$ cat src/rtl/tmcr_pkg.sv
package tmcr_pkg;

  // status byte codes of an inbound mailbox entry
  localparam logic [7:0] SLOT_FREE = 8'h00;
  localparam logic [7:0] SLOT_BLOCK_REQ = 8'h10;

  // field positions inside entry byte 1
  localparam int B1_INIT_LSB = 5;
  localparam int B1_RECV_BIT = 4;
  localparam int B1_SEND_BIT = 3;
  localparam int B1_LUN_LSB = 0;

  // byte lanes of the 32-bit entry word, status byte first in memory
  localparam int WORD_B0_LSB = 24;
  localparam int WORD_B1_LSB = 16;
  localparam int WORD_B2_LSB = 8;
  localparam int WORD_B3_LSB = 0;

  // entry geometry and reset values
  localparam int ENTRY_BYTES = 4;
  localparam logic RST_FLAG = 1'b0;

  // target command as handed over by the bus-facing sequencer
  typedef struct packed {
    logic [2:0] initId;
    logic [2:0] lun;
    logic isSend;
    logic isRecv;
    logic [7:0] cdbByte2;
    logic [7:0] cdbByte3;
    logic blockHeld;
  } tmcr_cmd_t;

  // states of the posting sequence
  typedef enum logic [2:0] {
    ST_IDLE,
    ST_SEEK,
    ST_READ,
    ST_PUT,
    ST_WRITE
  } tmcr_state_t;

endpackage

$ cat src/rtl/tmcr_mbox.sv
`timescale 1ns/1ps

// Notes on behaviour
// - request entry only for target command lacking block
// - status byte of request is 10h
// - post only when unit mask enables unit
// - initiator address in byte 1 bits 7-5
// - unit address in byte 1 bits 2-0
// - bit 3 for send, bit 4 receive
// - bytes 2-3 copy command bytes 2-3
// - bus released once command taken in
// - disabled unit gives check condition, no entry
// - next sense reports invalid unit error
// - idle interrupts: set full, any, line
// - full still set: no further notification
// - other interrupts pending: defer full flag
// - read status byte to find free entry
module tmcr_mbox #(
  parameter int ENTRIES = 8,
  parameter int ADDR_W = 24,
  parameter logic [23:0] INBOUND_BASE = 24'h000000
) (
  // clock and reset
  input wire logic mclk,
  input wire logic reset,
  // target command from the bus sequencer
  input wire logic cmdValid,
  input wire tmcr_pkg::tmcr_cmd_t cmd,
  output logic cmdReady,
  output logic busRelease,
  output logic checkCond,
  // unit enable mask, one bit per logical unit
  input wire logic [7:0] lunMask,
  // request sense handling
  input wire logic requestSense,
  output logic senseValid,
  output logic senseInvalidLun,
  // host memory port to the inbound mailbox area
  output logic memReq,
  output logic memWe,
  output logic [ADDR_W-1:0] memAddr,
  output logic [31:0] memWdata,
  input wire logic memAck,
  input wire logic [7:0] memRdata,
  // interrupt flags
  input wire logic otherIntPending,
  input wire logic intClear,
  output logic inboundFull,
  output logic anyInt,
  output logic irq
);
  import tmcr_pkg::*;

  localparam int PTR_W = (ENTRIES > 1) ? $clog2(ENTRIES) : 1;

  // posting sequence, one inbound entry per accepted command:
  //   idle  -> seek   command taken, bus released
  //   seek  -> read   status byte fetch issued
  //   read  -> put    status byte showed a free entry
  //   read  -> seek   entry busy, step to the next index
  //   put   -> write  whole entry issued as one word
  //   write -> idle   acked; notification left to the wait flag
  // only the status byte is read back; the rest of a busy entry is the host's
  // limitation: with every entry busy the scan never gives up, so a
  // host that stops freeing entries stalls the command side as well

  typedef struct packed {
    // sequencing and the command being posted
    tmcr_state_t st;
    logic [PTR_W-1:0] ptr;
    tmcr_cmd_t held;
    // image of the memory port
    logic memReq;
    logic memWe;
    logic [ADDR_W-1:0] memAddr;
    logic [31:0] memWdata;
    // notification state and interrupt flags
    logic noteWait;
    logic inboundFull;
    logic anyInt;
    // target side pulses and sense answer
    logic busRelease;
    logic checkCond;
    logic senseBad;
    logic senseValid;
    logic senseInvalidLun;
  } tmcr_regs_t;

  tmcr_regs_t s;
  tmcr_regs_t next_s;

  // byte address of entry idx in the inbound area
  function automatic logic [ADDR_W-1:0] entryAddr(input logic [PTR_W-1:0] idx);
    logic [ADDR_W-1:0] off;
    off = ADDR_W'(idx) * ADDR_W'(ENTRY_BYTES);
    // base may sit anywhere; entries are packed four bytes apart
    return ADDR_W'(INBOUND_BASE) + off;
  endfunction

  // round-robin successor, wrapping after the last entry
  function automatic logic [PTR_W-1:0] nextPtr(input logic [PTR_W-1:0] idx);
    logic [PTR_W-1:0] r;
    r = (idx == PTR_W'(ENTRIES - 1)) ? '0 : PTR_W'(idx + 1'b1);
    return r;
  endfunction

  // assemble the command-block-required entry word
  function automatic logic [31:0] reqWord(input tmcr_cmd_t c);
    logic [31:0] w;
    logic [7:0] b1;
    b1 = 8'h00;
    b1[B1_INIT_LSB +: 3] = c.initId;
    b1[B1_SEND_BIT] = c.isSend;
    b1[B1_RECV_BIT] = c.isRecv;
    b1[B1_LUN_LSB +: 3] = c.lun;
    w = 32'h00000000;
    w[WORD_B0_LSB +: 8] = SLOT_BLOCK_REQ;
    w[WORD_B1_LSB +: 8] = b1;
    w[WORD_B2_LSB +: 8] = c.cdbByte2;
    w[WORD_B3_LSB +: 8] = c.cdbByte3;
    return w;
  endfunction

  logic cmdIsReq;
  logic unitOn;

  // only send or receive with no block on hand
  // commands with both or neither direction bit are not ours to answer
  assign cmdIsReq = (cmd.isSend ^ cmd.isRecv) && !cmd.blockHeld;

  // unit mask lookup for the offered command
  // the mask is read live, so a change takes effect with the next command
  assign unitOn = lunMask[cmd.lun];

  // a single command in flight; the sequencer stalls while a post runs,
  // which keeps the held copy from being overwritten mid-post
  assign cmdReady = (s.st == ST_IDLE);

  // next-state logic for the whole block
  always_comb
  begin
    next_s = s;
    next_s.busRelease = 1'b0;
    next_s.checkCond = 1'b0;
    next_s.senseValid = 1'b0;

    // sense answer consumes the invalid unit mark
    if (requestSense)
    begin
      next_s.senseValid = 1'b1;
      next_s.senseInvalidLun = s.senseBad;
      next_s.senseBad = 1'b0;
    end

    case (s.st)
      ST_IDLE:
      begin
        if (cmdValid && cmdIsReq)
        begin
          // unit must be enabled to post
          if (unitOn)
          begin
            next_s.held = cmd;
            // disconnect while the block is awaited
            next_s.busRelease = 1'b1;
            next_s.st = ST_SEEK;
          end
          else
          begin
            next_s.checkCond = 1'b1;
            // set placed after the sense clear so it wins
            next_s.senseBad = 1'b1;
          end
        end
      end
      ST_SEEK:
      begin
        next_s.memReq = 1'b1;
        next_s.memWe = 1'b0;
        next_s.memAddr = entryAddr(s.ptr);
        next_s.st = ST_READ;
      end
      ST_READ:
      begin
        if (memAck)
        begin
          next_s.memReq = 1'b0;
          // any nonzero status marks a busy entry, whatever its code
          if (memRdata == SLOT_FREE)
          begin
            next_s.st = ST_PUT;
          end
          else
          begin
            // keep the request and try the next entry
            next_s.ptr = nextPtr(s.ptr);
            next_s.st = ST_SEEK;
          end
        end
      end
      ST_PUT:
      begin
        // whole entry in one word so the status never leads its data
        next_s.memReq = 1'b1;
        next_s.memWe = 1'b1;
        next_s.memAddr = entryAddr(s.ptr);
        next_s.memWdata = reqWord(s.held);
        next_s.st = ST_WRITE;
      end
      ST_WRITE:
      begin
        if (memAck)
        begin
          next_s.memReq = 1'b0;
          next_s.memWe = 1'b0;
          next_s.ptr = nextPtr(s.ptr);
          next_s.noteWait = 1'b1;
          next_s.st = ST_IDLE;
        end
      end
      default:
      begin
        next_s.st = ST_IDLE;
      end
    endcase

    // host clear of the interrupt flags
    if (intClear)
    begin
      next_s.inboundFull = 1'b0;
      next_s.anyInt = 1'b0;
    end

    // notification after a stored entry; the set comes last and wins.
    // the note resolves one cycle after the write ack, so a host clear
    // in that cycle cannot swallow the news of the new entry
    if (s.noteWait)
    begin
      if (s.inboundFull && !intClear)
      begin
        // already flagged, nothing more to say
        next_s.noteWait = 1'b0;
      end
      else if (otherIntPending)
      begin
        // wait until other sources are cleared
        // keeps a clear meant for another source from hiding this one
        next_s.noteWait = 1'b1;
      end
      else
      begin
        // raise full, any and the line
        next_s.inboundFull = 1'b1;
        next_s.anyInt = 1'b1;
        next_s.noteWait = 1'b0;
      end
    end
  end

  // state register; reset loads constants only
  always_ff @(posedge mclk)
  begin
    if (reset)
    begin
      s <= '0;
      s.st <= ST_IDLE;
      s.inboundFull <= RST_FLAG;
      s.anyInt <= RST_FLAG;
    end
    else
    begin
      s <= next_s;
    end
  end

  // target side pulses and sense answer, straight from the state
  assign busRelease = s.busRelease;
  assign checkCond = s.checkCond;
  assign senseValid = s.senseValid;
  assign senseInvalidLun = s.senseInvalidLun;

  // memory port, registered so it stands until the ack
  assign memReq = s.memReq;
  assign memWe = s.memWe;
  assign memAddr = s.memAddr;
  assign memWdata = s.memWdata;

  // interrupt flags
  assign inboundFull = s.inboundFull;
  assign anyInt = s.anyInt;
  // the line follows the any-interrupt flag
  assign irq = s.anyInt;

endmodule

$ cat config.mk
export PLATFORM = sky130hd
export DESIGN_NAME = tmcr_mbox
export DESIGN_NICKNAME = d
export VERILOG_FILES = /design/src/rtl/tmcr_pkg.sv /design/src/rtl/tmcr_mbox.sv
export SDC_FILE = /design/constraint.sdc
export NUM_CORES = 1
export LEC_CHECK = 0
export BUFFER_PORTS_ARGS = -buffer_cell sky130_fd_sc_hd__buf_4
export CAP_MARGIN = 0
export CORE_AREA = 2 2 81 83
export CTS_BUF_LIST = sky130_fd_sc_hd__clkbuf_8
export CTS_CLUSTER_SIZE = 16
export DETAILED_ROUTE_END_ITERATION = 10
export DIE_AREA = 0 0 83 85
export GPL_TIMING_DRIVEN = 0
export PLACE_DENSITY = 0.83
export SETUP_SLACK_MARGIN = 0.05
export SLEW_MARGIN = 20
export SYNTH_ARGS = -nofsm -noshare
export SYNTH_HDL_FRONTEND = slang
export SYNTH_SLANG_ARGS = --single-unit
export TNS_END_PERCENT = 100
$ cat constraint.sdc
create_clock -name mclk -period 2.5 [get_ports mclk]
set_input_delay 0.375 -clock mclk [delete_from_list [all_inputs] [get_ports mclk]]
set_output_delay 0.375 -clock mclk [all_outputs]
set_load 0.005 [all_outputs]
### Word level (Yosys, flattened, before mapping)

Cells that the tools add are included.
Widths: inputs -> output; s select.

| word-level totals | value |
|---|---|
| flip-flop bits (word level) | 68 |

| cells by class | value |
|---|---|
| add/sub/neg operators | 1 |
| order comparisons | 1 |
| equality and inequality tests | 10 |
| muxes and demuxes | 28 |
| bitwise gates (word level) | 3 |
| reduce and logical (&&, ||, !) cells | 17 |

Operators with widths:

| kind | number |
|---|---|
| $mux 3 | 6 |
| $pmux 3 s5 | 1 |
| $mux 2 | 6 |
| $mux 6 | 2 |
| $mux 1 | 9 |
| $logic_not 8->1 | 1 |
| $reduce_and 4->1 | 2 |
| $eq 3x2->1 const B | 2 |
| $eq 3x3->1 const B | 2 |
| $ne 2x2->1 const B | 3 |
| $pmux 1 s3 | 2 |
| $pmux 3 s2 | 1 |
| $reduce_and 3->1 | 2 |
| $reduce_bool 3->1 | 2 |
| $lt 3x4->1 const B | 1 |
| $ne 2x1->1 const B | 2 |
| $add 3x1->3 const B | 1 |
| $bmux 1 s3 | 1 |
| $eq 3x1->1 const B | 1 |
| $logic_and 1x1->1 | 3 |
| $logic_not 3->1 | 1 |
| $reduce_or 3->1 | 1 |
| $logic_not 1->1 | 2 |
| $not 1->1 | 2 |
| 4 further kinds | 4 |

### Logic depth before layout (Yosys ltp)

| depth | value |
|---|---|
| depth after elaboration | 5 |
| mapped depth | 8 |
| mapped depth without buffers | 4 |

### Worst setup path before layout

No wires, ideal clock.

| timing | value |
|---|---|
| kind | input-to-reg |
| start | in cmd[19] in the netlist's numbering |
| end | reg s[67] in the netlist's numbering |
| arrival time | 1.753 ns |
| slack | 0.675 ns |
| cell stages on the path | 6 |
| cell sequence | buf_6 > mux2i_1 > mux4_2 > nor3_4 > buf_8 > mux2i_1 |

| between the ends | value |
|---|---|
| cells in the longest elaborated chain, start to end | 3 |

Ends and longest elaborated chain:

| item | RTL line | text |
|---|---|---|
| start: declaration | tmcr_mbox.sv:28 | `input wire tmcr_pkg::tmcr_cmd_t cmd,` |
| $bmux 1 s3 | tmcr_mbox.sv:133 | `assign unitOn = lunMask[cmd.lun];` |
| $mux 1 (implied by the code) | tmcr_mbox.sv:133 |  |
| $reduce_and 3->1 (no source line) | n/a |  |
| end signal: assignment | tmcr_mbox.sv:272 | `s <= next_s;` |
| end: declaration | tmcr_mbox.sv:89 | `tmcr_regs_t s;` |

Every way passes these cells. The select of a mux whose other input is x is not followed.
A chain may end at the register's enable or synchronous reset.

### Worst setup path after layout

| timing | value |
|---|---|
| start | reg s[94] in the netlist's numbering |
| end | reg s (netlist bit memWdata[20]) |

| between the ends | value |
|---|---|
| cells in the longest elaborated chain, start to end | 1 |

Ends and longest elaborated chain:

| item | RTL line | text |
|---|---|---|
| $eq 3x2->1 | tmcr_mbox.sv:155 | `case (s.st)` |

Every way passes these cells.

==> results.yml <==
status:
  status: "complete, no violations"
sta:
  fmax_ghz: 0.501
  worstMarginPinSlew_ns: 0.537
  setup_violations: 0
  timing.hold.ws_ns: 0.239
  setup_ws_ns: 0.504
  slew_viol_final: 0
  rsz0062_at_grt: "no"
  period_share_pct: 79.8
  fin_crit_ns: 2.00
  slew_headroom_pct: 64.2
  hold_viol_final: 0
  clock_skew_ns: 0.00473
  fin_setup_tns_ns: 0
synth:
  yosys.area.top_type: "dfxtp_1"
  synth_top_cell_area_share_pct: 41.0
  synth_seq_cells: 68
  yosysUniqueCellTypes: 35
  synthTopCellsByArea: "dfxtp_1, buf_4, mux2i_1, nand2b_1, nand2_1"
  yosys_warnings: 0
  syn_area_sq_um: 3320
  yosysSeqAreaShare_pct: 41.0
  syn_inst: 372
  synth.avg_cell_area_sq_um: 8.93
global_routing:
  track_usage_pct: 21.8
  antenna_found_initial: 0
  grt_overflow: 0
  grt_pass1_vias: 2722
  grt_max_degree: 11
  grt_pass1_wl_um: 12400
critical_path:
  crit_chain: "buf_2, nor2b_1, buf_2, and2_1, clkbuf_1, clkbuf_1, nand2_1, a21oi_1"
  worst-path-buf-inv: 4
  cp-start-kind: "flop"
  cpPeakStageDelay_ns: 0.43
  required_ns: 2.77
  crit_path_end_kind: "flop"
  crit_family: "buffers and inverters"
  worstPathMaxFanout: 10
  arrival_ns: 2.27
  cpMaxStageDelayCell: "clkbuf_1"
  crit_type: "flop to flop"
min_path:
  worstHoldPathType: "input port to flop"
clock_tree:
  cts_tree: "done"
  cts_setup_buffers: 0
  clockBufferDepth: 2
  cts_buffers: 9
  clock_latency_ns: 0.34
  clock-sinks: 68
  cts.clk_slew.worst_paths_ns: 0.07
  post_cts_resized: 0
  h-tree-depth: 3
  hold_buffers: 0
  cts-root-buf: "clkbuf_8"
flow_run:
  maxCapViolCount: 0
placed_design:
  place_hpwl_um: 5400
  port_buffers: 83
  post-place-ws_ns: 0.467
  gp_congestion: 0.830
drt:
  vias: 2705
  antenna_left: 0
  wl_per_cell_um: 12.6
  drtIter0Drc: 149
  firstDrtPassIters: 4
  vias_per_cell: 4.70
  routed_wl_um: 7240
  drc: 0
cells_and_area:
  ff_latch_area_sq_um: 1360
  finalNetCount: 543
  drive_gt1_share_pct: 33.1
  final_cell_mix: "buf_4, dfxtp_1, nand2_1"
  multi_input_area_sq_um: 1520
  n_fill_cell: 514
  n_antenna_cell: 0
  layout_commonest_cell: "buf_4"
  fin_util_pct: 69.4
  syn_to_final_growth_pct: 29.6
power:
  power_density_nw_per_um2: 489
  p_leak_nw: 1.89
  irDropWorstVdd_uv: 292
floorplan:
  fp.dieW_um: 83
  design.die.area_sq_um: 7060
  die_height_um: 85
  pin_count: 114
  rows: 29
  initial_core_util_pct: 53.6
  coreArea_sq_um: 6200
## final cells by class
type	count	share of cell area, %
plain buffers	78	12.5
multi-input cells	251	35.2
flip-flops and latches	68	31.6
well taps	77	2.24
clock inverters	6	0.581
clock buffers	10	3.20
repair buffers	83	14.5
inverters	2	0.174
## layer usage
layer  vias to the layer above  share of wire [%]  GRT usage [%]
met5                         -                  0              0
met4                         0                1.8           9.54
met3                        11                4.7           3.89
met2                        65                 51           38.9
met1                      1249                 42           25.7
li1                       1380                  -              -
## synthesized netlist by cell type
cell type / number
dfxtp_1: 68
buf_4: 57
nand2_1: 54
nand2b_1: 51
a21oi_1: 32
mux2i_1: 32
clkbuf_1: 16
nor2_1: 11
nor2b_1: 6
mux2_2: 5
nand3_1: 3
nand3b_1: 3
o21ai_0: 3
a2111oi_0: 2
a211oi_1: 2
buf_2: 2
buf_8: 2
ha_1: 2
inv_1: 2
mux4_2: 2
nor3_1: 2
or4_1: 2
a21boi_0: 1
a221oi_1: 1
and2_1: 1
and4b_1: 1
buf_6: 1
conb_1: 1
nand4_1: 1
nand4b_1: 1
nor3_4: 1
o31ai_1: 1
or2b_1: 1
or3_1: 1
xor2_1: 1
## cell families after synthesis
logic type,share of synthesized area [%]
AOI/OAI and AO/OA,6.97
xor gates and xnor gates,0.264
adders and majority gates,0.753
buffers and inverters,16.5
DFF,41.0
muxes,12.7
other,0.113
and+or+nand+nor,21.8
## metrics by stage
step | cell area, sq um | std cells | power, mW
3_5_place_dp | 4140 | 559 | 1.37
6_report | 4310 | 575 | 2.10
3_3_place_gp | 4140 | 559 | 1.37
5_1_grt | 4310 | 575 | 2.19
2_1_floorplan | 3420 | 399 | 1.28
4_1_cts | 4310 | 575 | 2.12
## registers in the layout, indices dropped and copies added, names as in the netlist
register         count
anyInt               1
busRelease           1
checkCond            1
inboundFull          1
memAddr              3
memReq               1
memWdata            25
memWe                1
s                   32
senseInvalidLun      1
senseValid           1
## report_power, final
group / internal [mW] / switching [mW]
clock network: 0.369 / 0.386
registers: 1.10 / 0.00862
logic: 0.137 / 0.103
## final timing paths
path / slack (ns) / cells past startpoint / startpoint / to
hold / removal: 0.24 / 2 / cmd[18] / s[83]
hold reg to reg: 0.45 / 2 / s[73] / memWdata[6]
setup reg to reg: 0.50 / 8 / s[94] / memWdata[20]
setup / recovery: 0.50 / 8 / s[94] / memWdata[20]
Power figures use the tool's default switching activity.
